[src/hdl/meas_trig_params.svh]
`ifndef MEAS_TRIG_PARAMS_SVH
`define MEAS_TRIG_PARAMS_SVH

// Register byte offsets
`define OFS_TRIG_CFG      8'h00
`define OFS_TRIG_COUNT    8'h04
`define OFS_SW_CMD        8'h08
`define OFS_ENC_LOWER     8'h0c
`define OFS_ENC_UPPER     8'h10
`define OFS_ENC_INCR      8'h14
`define OFS_EXPO_CFG      8'h18
`define OFS_EXPO_TIMES    8'h1c
`define OFS_PEAK_CFG      8'h20
`define OFS_STATUS        8'h24
`define OFS_VALUE_COUNT   8'h28
`define OFS_TIMESTAMP     8'h2c
`define OFS_TRIG_DIFF     8'h30

// Field positions in the trigger config word
`define TCFG_MODE_LSB     0
`define TCFG_POL_BIT      3
`define TCFG_INF_BIT      4
// Software command bits
`define CMD_TRIGGER_BIT   0
`define CMD_RESET_CNT_BIT 1
// Exposure config field
`define ECFG_MODE_LSB     0

// Reset values
`define RST_TRIG_CFG      32'h0000_0000
`define RST_TRIG_COUNT    32'h0000_0001
`define RST_EXPO_TIMES    32'h0032_0064
`define RST_EXPO_T1       16'h0064
`define RST_EXPO_T2       16'h0032
`define RST_MASK_START    8'h00
`define RST_MASK_END      8'h64
`define RST_MODULATION    8'h32
`define RST_THRESHOLD     8'h02

// Limits and timing
`define EXPO_MAX_US       16'h2710
`define PCT_FULL          8'h64
`define EXPO_END_NS       100
`define CLK_PERIOD_NS     4
`define EXPO_END_CYC      ((`EXPO_END_NS + `CLK_PERIOD_NS - 1) / `CLK_PERIOD_NS)
`define TRIG_PULSE_US     5
`define DIFF_LATENCY      3
`define SETTLE_MAX        7

`endif

[src/hdl/meas_trig_pkg.sv]
package meas_trig_pkg;
    // Trigger source selection
    typedef enum logic [2:0] {
        TRIG_INACTIVE = 3'h0,
        TRIG_LEVEL    = 3'h1,
        TRIG_EDGE     = 3'h2,
        TRIG_SOFTWARE = 3'h3,
        TRIG_ENCODER  = 3'h4
    } trig_mode_t;

    // Exposure sequencing
    typedef enum logic [1:0] {
        EXPO_MEASURE   = 2'h0,
        EXPO_MANUAL    = 2'h1,
        EXPO_ALTERNATE = 2'h2,
        EXPO_AUTO_TWO  = 2'h3
    } expo_mode_t;

    // Acquisition gate state, one-hot
    typedef enum logic [2:0] {
        ACQ_IDLE  = 3'b001,
        ACQ_RUN   = 3'b010,
        ACQ_COUNT = 3'b100
    } acq_state_t;
endpackage

[src/hdl/measurement_trigger_control.sv]
// Overview of operation
// - Inactive default: acquire continuously from reset
// - Triggering gates cycles, never changes rate
// - Level mode records while level present
// - Edge mode starts counted or unlimited run
// - Software command starts counted or unlimited run
// - Encoder triggers within limits at increments
// - Process array only after valid trigger, except every cycle in inactive mode
// - Averaging keeps values from earlier triggers
// - Time difference from cycle start to trigger
// - Time difference emitted three cycles later
// - Exposure ends fixed 100 ns after start
// - Counter from zero, host reset clears both
// - Mask window percent, default 0 to 100
// - Accept peak only wholly inside window
// - Manual exposure fixed, capped at 10000 us
// - Alternating mode toggles, ignores video averaging
// - Auto two-time picks better exposure per cycle
// - Measurement mode regulates exposure, settles within seven
// - Modulation evaluated per peak, default 50 %
// - Threshold percent of signal, default 2 %
`timescale 1ns/1ps
`include "meas_trig_params.svh"

module measurement_trigger_control #(
    parameter int CNT_W = 32
) (
    // Clock and reset
    input  wire logic                      clk,
    input  wire logic                      rst_n,
    // APB slave
    input  wire logic                      psel,
    input  wire logic                      penable,
    input  wire logic                      pwrite,
    input  wire logic [7:0]                paddr,
    input  wire logic [31:0]               pwdata,
    output logic      [31:0]               prdata,
    output logic                           pready,
    output logic                           pslverr,
    // External trigger pin and encoder
    input  wire logic                      trig_pin,
    input  wire logic [31:0]               enc_count,
    // Measurement pipeline
    input  wire logic                      cycle_start,
    input  wire logic                      peak_valid,
    input  wire logic [7:0]                peak_lo_pct,
    input  wire logic [7:0]                peak_hi_pct,
    input  wire logic                      signal_saturated,
    input  wire logic                      signal_low,
    // Gated outputs towards processing
    output logic                           process_cycle,
    output logic                           avg_hold,
    output logic                           expo_end,
    output logic      [15:0]               expo_time_us,
    output logic                           avg_enable,
    output logic                           peak_accept,
    output logic      [7:0]                mask_start,
    output logic      [7:0]                mask_end,
    output logic      [7:0]                modulation_pct,
    output logic      [7:0]                threshold_pct,
    output logic      [CNT_W-1:0]          value_count,
    output logic      [31:0]               timestamp,
    output logic      [31:0]               trig_diff,
    output logic                           trig_diff_valid
);
    import meas_trig_pkg::*;

    // Clamp an exposure request to the settable range
    function automatic logic [15:0] clamp_expo(input logic [15:0] t);
        clamp_expo = (t > `EXPO_MAX_US) ? `EXPO_MAX_US : t;
    endfunction

    // Percent window containment
    function automatic logic inside_window(input logic [7:0] lo, input logic [7:0] hi,
                                           input logic [7:0] ws, input logic [7:0] we);
        inside_window = (lo >= ws) && (hi <= we) && (lo <= hi);
    endfunction

    // Configuration registers
    logic [31:0] trig_cfg, next_trig_cfg;
    logic [31:0] trig_count, next_trig_count;
    logic [31:0] enc_lower, next_enc_lower;
    logic [31:0] enc_upper, next_enc_upper;
    logic [31:0] enc_incr, next_enc_incr;
    logic [1:0]  expo_cfg, next_expo_cfg;
    logic [15:0] expo_t1, next_expo_t1;
    logic [15:0] expo_t2, next_expo_t2;
    logic [7:0]  next_mask_start, next_mask_end, next_modulation, next_threshold;
    logic        sw_trig, next_sw_trig;
    logic        cnt_clear, next_cnt_clear;
    logic [31:0] next_prdata;

    logic        wr_en;
    assign wr_en   = psel && penable && pwrite;
    // Zero wait states; unmapped addresses answer with an error
    assign pready  = 1'b1;

    logic mapped;
    always_comb begin
        case (paddr)
            `OFS_TRIG_CFG, `OFS_TRIG_COUNT, `OFS_SW_CMD, `OFS_ENC_LOWER, `OFS_ENC_UPPER,
            `OFS_ENC_INCR, `OFS_EXPO_CFG, `OFS_EXPO_TIMES, `OFS_PEAK_CFG, `OFS_STATUS,
            `OFS_VALUE_COUNT, `OFS_TIMESTAMP, `OFS_TRIG_DIFF: mapped = 1'b1;
            default: mapped = 1'b0;
        endcase
    end
    assign pslverr = psel && penable && !mapped;

    trig_mode_t mode;
    logic       pol_high, infinite;
    assign mode     = trig_mode_t'(trig_cfg[`TCFG_MODE_LSB +: 3]);
    assign pol_high = trig_cfg[`TCFG_POL_BIT];
    assign infinite = trig_cfg[`TCFG_INF_BIT];

    acq_state_t state, next_state;
    logic [31:0] remaining, next_remaining;

    // Register writes; command bits are one-cycle pulses
    always_comb begin
        next_trig_cfg   = trig_cfg;
        next_trig_count = trig_count;
        next_enc_lower  = enc_lower;
        next_enc_upper  = enc_upper;
        next_enc_incr   = enc_incr;
        next_expo_cfg   = expo_cfg;
        next_expo_t1    = expo_t1;
        next_expo_t2    = expo_t2;
        next_mask_start = mask_start;
        next_mask_end   = mask_end;
        next_modulation = modulation_pct;
        next_threshold  = threshold_pct;
        next_sw_trig    = 1'b0;
        next_cnt_clear  = 1'b0;
        if (wr_en) begin
            case (paddr)
                `OFS_TRIG_CFG:   next_trig_cfg = pwdata;
                `OFS_TRIG_COUNT: next_trig_count = pwdata;
                `OFS_SW_CMD: begin
                    next_sw_trig   = pwdata[`CMD_TRIGGER_BIT];
                    next_cnt_clear = pwdata[`CMD_RESET_CNT_BIT];
                end
                `OFS_ENC_LOWER:  next_enc_lower = pwdata;
                `OFS_ENC_UPPER:  next_enc_upper = pwdata;
                `OFS_ENC_INCR:   next_enc_incr = pwdata;
                `OFS_EXPO_CFG:   next_expo_cfg = pwdata[`ECFG_MODE_LSB +: 2];
                `OFS_EXPO_TIMES: begin
                    next_expo_t1 = clamp_expo(pwdata[15:0]);
                    next_expo_t2 = clamp_expo(pwdata[31:16]);
                end
                `OFS_PEAK_CFG: begin
                    // Out-of-range mask percentages saturate at the full span; modulation and threshold are taken as written
                    next_mask_start = (pwdata[7:0] > `PCT_FULL) ? `PCT_FULL : pwdata[7:0];
                    next_mask_end   = (pwdata[15:8] > `PCT_FULL) ? `PCT_FULL : pwdata[15:8];
                    next_modulation = pwdata[23:16];
                    next_threshold  = pwdata[31:24];
                end
                default: ;
            endcase
        end
    end

    // Read mux
    always_comb begin
        next_prdata = 32'h0000_0000;
        if (psel && !penable && !pwrite) begin
            case (paddr)
                `OFS_TRIG_CFG:    next_prdata = trig_cfg;
                `OFS_TRIG_COUNT:  next_prdata = trig_count;
                `OFS_ENC_LOWER:   next_prdata = enc_lower;
                `OFS_ENC_UPPER:   next_prdata = enc_upper;
                `OFS_ENC_INCR:    next_prdata = enc_incr;
                `OFS_EXPO_CFG:    next_prdata = {30'h0, expo_cfg};
                `OFS_EXPO_TIMES:  next_prdata = {expo_t2, expo_t1};
                `OFS_PEAK_CFG:    next_prdata = {threshold_pct, modulation_pct, mask_end, mask_start};
                `OFS_STATUS:      next_prdata = {29'h0, state};
                `OFS_VALUE_COUNT: next_prdata = 32'(value_count);
                `OFS_TIMESTAMP:   next_prdata = timestamp;
                `OFS_TRIG_DIFF:   next_prdata = trig_diff;
                default:          next_prdata = 32'h0000_0000;
            endcase
        end else if (psel && penable) begin
            next_prdata = prdata;
        end
    end

    always_ff @(posedge clk) begin
        if (!rst_n) begin
            trig_cfg       <= `RST_TRIG_CFG;
            trig_count     <= `RST_TRIG_COUNT;
            enc_lower      <= 32'h0000_0000;
            enc_upper      <= 32'hffff_ffff;
            enc_incr       <= 32'h0000_0001;
            expo_cfg       <= EXPO_MEASURE;
            expo_t1        <= `RST_EXPO_T1;
            expo_t2        <= `RST_EXPO_T2;
            mask_start     <= `RST_MASK_START;
            mask_end       <= `RST_MASK_END;
            modulation_pct <= `RST_MODULATION;
            threshold_pct  <= `RST_THRESHOLD;
            sw_trig        <= 1'b0;
            cnt_clear      <= 1'b0;
            prdata         <= 32'h0000_0000;
        end else begin
            trig_cfg       <= next_trig_cfg;
            trig_count     <= next_trig_count;
            enc_lower      <= next_enc_lower;
            enc_upper      <= next_enc_upper;
            enc_incr       <= next_enc_incr;
            expo_cfg       <= next_expo_cfg;
            expo_t1        <= next_expo_t1;
            expo_t2        <= next_expo_t2;
            mask_start     <= next_mask_start;
            mask_end       <= next_mask_end;
            modulation_pct <= next_modulation;
            threshold_pct  <= next_threshold;
            sw_trig        <= next_sw_trig;
            cnt_clear      <= next_cnt_clear;
            prdata         <= next_prdata;
        end
    end

    // Trigger pin synchroniser; only stage two and later are read
    logic trig_s1, trig_s2, trig_s3;
    logic [31:0] enc_next_pos, next_enc_next_pos;
    logic trig_event, level_active, enc_hit;
    assign level_active = (trig_s2 == pol_high);
    assign enc_hit      = (enc_count >= enc_lower) && (enc_count <= enc_upper)
                          && (enc_count >= enc_next_pos);
    always_comb begin
        case (mode)
            TRIG_EDGE:     trig_event = pol_high ? (trig_s2 && !trig_s3) : (!trig_s2 && trig_s3);
            TRIG_SOFTWARE: trig_event = sw_trig;
            TRIG_ENCODER:  trig_event = enc_hit;
            default:       trig_event = 1'b0;
        endcase
    end

    // Encoder position of next trigger, advanced by the increment
    always_comb begin
        next_enc_next_pos = enc_next_pos;
        if (mode != TRIG_ENCODER)
            next_enc_next_pos = enc_lower;
        else if (enc_hit)
            next_enc_next_pos = enc_count + enc_incr;
    end

    // Gate machine: triggers arm it; cycle rate is never touched
    always_comb begin
        next_state     = state;
        next_remaining = remaining;
        case (state)
            ACQ_IDLE: begin
                if (trig_event) begin
                    next_state     = infinite ? ACQ_RUN : ACQ_COUNT;
                    next_remaining = trig_count;
                end
            end
            ACQ_RUN: ;
            ACQ_COUNT: begin
                if (cycle_start) begin
                    if (remaining <= 32'h0000_0001)
                        next_state = ACQ_IDLE;
                    next_remaining = remaining - 32'h0000_0001;
                end
            end
            default: next_state = ACQ_IDLE;
        endcase
        // Reconfiguration drops any running acquisition
        if (mode == TRIG_INACTIVE || mode == TRIG_LEVEL || trig_cfg != next_trig_cfg)
            next_state = ACQ_IDLE;
    end

    logic gate_open;
    assign gate_open = (mode == TRIG_INACTIVE) ||
                       (mode == TRIG_LEVEL && level_active) ||
                       (state != ACQ_IDLE);
    assign process_cycle = cycle_start && gate_open;
    // Ungated cycles stay out of the average so older triggered values persist
    assign avg_hold = cycle_start && !gate_open;
    assign avg_enable = (expo_cfg != EXPO_ALTERNATE);
    assign peak_accept = peak_valid && inside_window(peak_lo_pct, peak_hi_pct, mask_start, mask_end);

    // Trigger time difference and three-stage delay
    logic [31:0] cyc_timer, next_cyc_timer;
    logic [31:0] diff_pipe [`DIFF_LATENCY];
    logic [`DIFF_LATENCY-1:0] diff_vld;
    logic [31:0] next_trig_diff;
    logic        next_diff_valid;
    always_comb begin
        next_cyc_timer  = cycle_start ? 32'h0000_0001 : cyc_timer + 32'h0000_0001;
        next_trig_diff  = trig_diff;
        next_diff_valid = 1'b0;
        if (cycle_start && diff_vld[`DIFF_LATENCY-1]) begin
            next_trig_diff  = diff_pipe[`DIFF_LATENCY-1];
            next_diff_valid = 1'b1;
        end
    end

    // Exposure end timer and exposure selection
    logic [7:0]  expo_tmr;
    logic [7:0]  next_expo_tmr;
    logic        alt_phase, next_alt_phase;
    logic [15:0] auto_expo, next_auto_expo;
    logic [15:0] next_expo_time;
    logic [2:0]  settle, next_settle;
    always_comb begin
        next_expo_tmr  = cycle_start ? 8'(`EXPO_END_CYC) : ((expo_tmr != 8'h00) ? expo_tmr - 8'h01 : 8'h00);
        next_alt_phase = alt_phase;
        next_auto_expo = auto_expo;
        next_settle    = settle;
        next_expo_time = expo_time_us;
        if (cycle_start) begin
            case (expo_cfg)
                EXPO_MANUAL: next_expo_time = expo_t1;
                EXPO_ALTERNATE: begin
                    next_alt_phase = !alt_phase;
                    next_expo_time = alt_phase ? expo_t2 : expo_t1;
                end
                EXPO_AUTO_TWO: next_expo_time = signal_saturated ? expo_t2 : expo_t1;
                default: begin
                    // Halve or double per cycle; bounded steps settle within seven
                    if (settle != 3'(`SETTLE_MAX - 1) && (signal_saturated || signal_low)) begin
                        next_settle    = settle + 3'h1;
                        next_auto_expo = signal_saturated ? (auto_expo >> 1)
                                                          : clamp_expo({auto_expo[14:0], 1'b1});
                    end else if (!signal_saturated && !signal_low) begin
                        next_settle = 3'h0;
                    end
                    next_expo_time = next_auto_expo;
                end
            endcase
        end
    end
    assign expo_end = (expo_tmr == 8'h01);

    // Value counter and timestamp
    logic [CNT_W-1:0] next_value_count;
    logic [31:0]      next_timestamp;
    always_comb begin
        next_value_count = process_cycle ? value_count + CNT_W'(1) : value_count;
        next_timestamp   = timestamp + 32'h0000_0001;
        if (cnt_clear) begin
            next_value_count = '0;
            next_timestamp   = 32'h0000_0000;
        end
    end

    always_ff @(posedge clk) begin
        if (!rst_n) begin
            trig_s1         <= 1'b0;
            trig_s2         <= 1'b0;
            trig_s3         <= 1'b0;
            enc_next_pos    <= 32'h0000_0000;
            state           <= ACQ_IDLE;
            remaining       <= 32'h0000_0000;
            cyc_timer       <= 32'h0000_0000;
            for (int i = 0; i < `DIFF_LATENCY; i++)
                diff_pipe[i] <= 32'h0000_0000;
            diff_vld        <= '0;
            trig_diff       <= 32'h0000_0000;
            trig_diff_valid <= 1'b0;
            expo_tmr        <= 8'h00;
            alt_phase       <= 1'b0;
            auto_expo       <= `RST_EXPO_T1;
            settle          <= 3'h0;
            expo_time_us    <= `RST_EXPO_T1;
            value_count     <= '0;
            timestamp       <= 32'h0000_0000;
        end else begin
            trig_s1         <= trig_pin;
            trig_s2         <= trig_s1;
            trig_s3         <= trig_s2;
            enc_next_pos    <= next_enc_next_pos;
            state           <= next_state;
            remaining       <= next_remaining;
            cyc_timer       <= next_cyc_timer;
            // Stage 0 holds this cycle's trigger; one on the start edge wins over the clear
            if (trig_event || cycle_start) begin
                diff_pipe[0] <= cycle_start ? 32'h0000_0000 : cyc_timer;
                diff_vld[0]  <= trig_event;
            end
            if (cycle_start) begin
                for (int i = 1; i < `DIFF_LATENCY; i++) begin
                    diff_pipe[i] <= diff_pipe[i-1];
                    diff_vld[i]  <= diff_vld[i-1];
                end
            end
            trig_diff       <= next_trig_diff;
            trig_diff_valid <= next_diff_valid;
            expo_tmr        <= next_expo_tmr;
            alt_phase       <= next_alt_phase;
            auto_expo       <= next_auto_expo;
            settle          <= next_settle;
            expo_time_us    <= next_expo_time;
            value_count     <= next_value_count;
            timestamp       <= next_timestamp;
        end
    end
endmodule
[config.mk]
export PLATFORM = sky130hd
export DESIGN_NAME = measurement_trigger_control
export DESIGN_NICKNAME = d
export VERILOG_FILES = /design/src/hdl/meas_trig_pkg.sv /design/src/hdl/measurement_trigger_control.sv
export VERILOG_INCLUDE_DIRS = /design/src /design/src/hdl
export SDC_FILE = /design/constraint.sdc
export NUM_CORES = 2
export LEC_CHECK = 0
export BUFFER_PORTS_ARGS = -buffer_cell sky130_fd_sc_hd__buf_2
export CAP_MARGIN = 15
export CORE_MARGIN = 3
export CORE_UTILIZATION = 53
export DETAILED_ROUTE_END_ITERATION = 12
export PLACE_DENSITY = 0.78
export SYNTH_ARGS = -nofsm -noshare
export SYNTH_HDL_FRONTEND = slang
export SYNTH_SLANG_ARGS = --single-unit
[constraint.sdc]
create_clock -name clk -period 6.4 [get_ports clk]
set_input_delay 1.92 -clock clk [delete_from_list [all_inputs] [get_ports clk]]
set_output_delay 1.92 -clock clk [all_outputs]
set_load 0.005 [all_outputs]
==> flow_summary.toml <==
[run_status]
status = "complete, no violations"

[finish]
design_area_mm2 = 0.03440
syn2layout_area_growth_pct = 13.68
layout-drive-gt1-share_pct = 12.68
utilization_pct = 61.72
nets = 4017

[power]
ir_worst_vdd_uv = 235.3
power_uw = 8228
leakage_uw = 0.01350
power_density_mw_per_mm2 = 239.1

[synth]
synthCells = 3598
synth-seq-cells = 602
yosys_warnings = 0
synth.distinct_cells = 83
synth_edf_count = 96
ys_seq_area_share_pct = 43.00
ys_async_sr_fraction_pct = 0
syn_avg_cell_area_um2 = 8.411
synth_nets = 3858
synth_area_mm2 = 0.03026
synth_flop_cell = "dfxtp_1"

[sta]
tns_ns = 0
setup_viol = 0
worstMarginPinSlew_ns = 1.329
finalWorstSetupSlack_ns = 0.9339
hold_violations = 0
clock_skew_ns = 0.03761
slew-limit-headroom_pct = 11.39
fin_crit_sh_pct = 85.41
max_freq_ghz = 0.1829
slew_viol_final = 0
rsz0062_at_grt = "false"
fin_crit_ns = 5.466

[drt]
drc = 0
drtPass1Iterations = 9
drt_iter0_markers = 4297
wirelength_mm = 107.2
vias = 28915
antenna_left = 0
vias_per_cell = 6.333
wl_per_cell_um = 23.47

[setup_path]
r2r-start = "enc_upper[31]$_SDFFE_PN1P_"
cp.arrival_ns = 3.55
r2r_slack_ns = 2.34
path_class = "input port to output port"
path_max_fanout = 2
cp.required_ns = 4.48
cp-end-kind = "output port"
r2r-end = "remaining[30]$_SDFFE_PN0P_"
worst_setup_path_start_kind = "input port"
rr_worst_depth = 11

[clock_tree]
cts_buffer_depth = 3
postCtsResizedCells = 0
cts-root-buf = "clkbuf_16"
cts_buffers = 61
cts_sinks = 602
htree_num_levels = 2
holdBufCountCts = 0
clkSlewWorstSetupHoldPaths_ns = 0.06
cts_tree = "yes"
post-cts-setup-buffers = 0
worstSkewPairLatency_ns = 0.67

[grt]
grt_pass1_wl_mm = 159.5
grt_max_degree = 151
grt_pass1_vias = 26385
gr-total-overflow = 0
antenna_found_initial = 10
grt_usage_pct = 34.57

[floorplanning]
pin_count = 282
fp.dieH_um = 245.0
placementRows = 86
core_area_mm2 = 0.05574
die_area_mm2 = 0.06000
start_util_pct = 54.29
die_w_um = 245.0

[placement]
pre_cts_ws_ns = 0.7759
gp_congestion = 1.028
place_area_mm2 = 0.03220
hpwlAfterDp_mm = 77.81
portBuffers = 280

[worst_hold_path]
hold_class = "flop to flop"
holdPathEnd = "trig_s2$_SDFF_PN0_"
min_from = "trig_s1$_SDFF_PN0_"
hold_depth = 1

[run]
drv_cap = 0
flip-flops by register name (all words and copies together) (netlist names), 8 cells and up:
register and flops:
mask_start 8, enc_next_pos 32, trig_cfg 32, remaining 32, auto_expo 16, expo_t1 16, enc_lower 32, cyc_timer 32
mask_end 8, expo_time_us 16, threshold_pct 8, diff_pipe 96, value_count 32, expo_tmr 8, enc_upper 32, trig_diff 32
enc_incr 32, trig_count 32, prdata 32, expo_t2 16, timestamp 32, modulation_pct 8
cells in the final DEF, fill, tap and decap left out, types with 22 or more instances in the layout:
cell type,count
a211oi_1,39
a21o_1,39
a21oi_1,371
a221oi_1,49
a222oi_1,62
a22o_1,22
a22oi_1,53
a31oi_1,23
and2_1,110
and3_1,28
buf_2,279
buf_4,49
clkbuf_16,62
dfxtp_1,506
edfxtp_1,96
ha_1,161
inv_1,160
nand2_1,570
nand3_1,77
nand4_1,49
nor2_1,301
nor3_1,45
o211ai_1,54
o21ai_0,118
o22ai_1,31
or3_1,30
xnor2_1,41
xor2_1,85
layout make-up:
class	count	area, um^2
clock inverter	28	355.3
clock buffer	87	1775
inverter	163	620.6
multi-input combinational	2597	15830
tap	748	935.9
timing repair buffer	332	1852
fill	4876	21330
antenna	9	22.52
sequential	602	13010
metal layers:
metal  up-vias  GRT usage, %  routed length [um]
met5         -             0                  69
met4        12         22.87                8828
met3       488         10.45               13690
met2      1812         52.14               45120
met1     13374         42.82               39460
li1      13229             -                   -
through the flow:
stage | hold slack, ns | std cells
after floorplan | 0.4119 | 3598
after global placement | 0.4185 | 4440
after detailed placement | 0.4184 | 4440
after CTS | 0.4327 | 4555
after global routing | 0.4446 | 4559
final | 0.4330 | 4566
power by group:
part,internal [uW],switching (uW)
combinational,171,350
clock,2180,1590
sequential,3900,34.7
total,6250,1980
cells by family after synthesis:
| family | count (synthesis) | share of synthesized area (%) |
|---|---|---|
| AND/OR/NAND/NOR | 1311 | 19.61 |
| AO/OA/AOI/OAI | 970 | 21.10 |
| flip-flops | 602 | 43.00 |
| buffers and inverters | 399 | 4.982 |
| adder cells (fa/ha/maj) | 162 | 6.723 |
| XOR/XNOR | 126 | 3.647 |
| multiplexers | 27 | 0.9261 |
| other | 1 | 0.01239 |
cells in the mapped netlist, drive strengths merged (41+ instances only):
library cell | instances | share of area, %
a21oi | 372 | 6.2
a221oi | 50 | 1.5
a222oi | 62 | 2.1
a22oi | 53 | 1.3
and2 | 111 | 2.3
clkbuf | 223 | 2.8
dfxtp | 506 | 33
edfxtp | 96 | 9.5
ha | 161 | 6.7
inv | 161 | 2.0
nand2 | 570 | 7.1
nand3 | 78 | 1.3
nand4 | 49 | 1.0
nor2 | 309 | 3.8
nor3 | 52 | 0.86
o211ai | 54 | 1.3
o21ai | 119 | 2.0
xnor2 | 41 | 1.2
xor2 | 85 | 2.5
worst max-delay path, cell delays in order:
cell and delay, ns:
buf_2 0.11, ha_1 0.30, nor2b_1 0.13, o21a_1 0.16, o21ai_0 0.15, nand2b_1 0.07
a21oi_1 0.14, o21ai_0 0.08, o21ai_0 0.09, o2111ai_1 0.14, a21oi_1 0.13, buf_2 0.14
how the worst max path moves through the flow:
stage	cells past startpoint	slack (ns)	to	startpoint
final	12	0.93	peak_accept	peak_hi_pct[1]
after global routing	12	0.70	peak_accept	peak_hi_pct[1]
after CTS	12	0.91	peak_accept	peak_hi_pct[1]
after detailed placement	11	0.78	diff_pipe[2][28]$_SDFFCE_PN0P_	enc_count[7]
after global placement	11	0.90	diff_pipe[1][27]$_SDFFCE_PN0P_	enc_count[7]
after floorplan	11	1.29	peak_accept	peak_hi_pct[1]
Power figures use the tool's default switching activity.
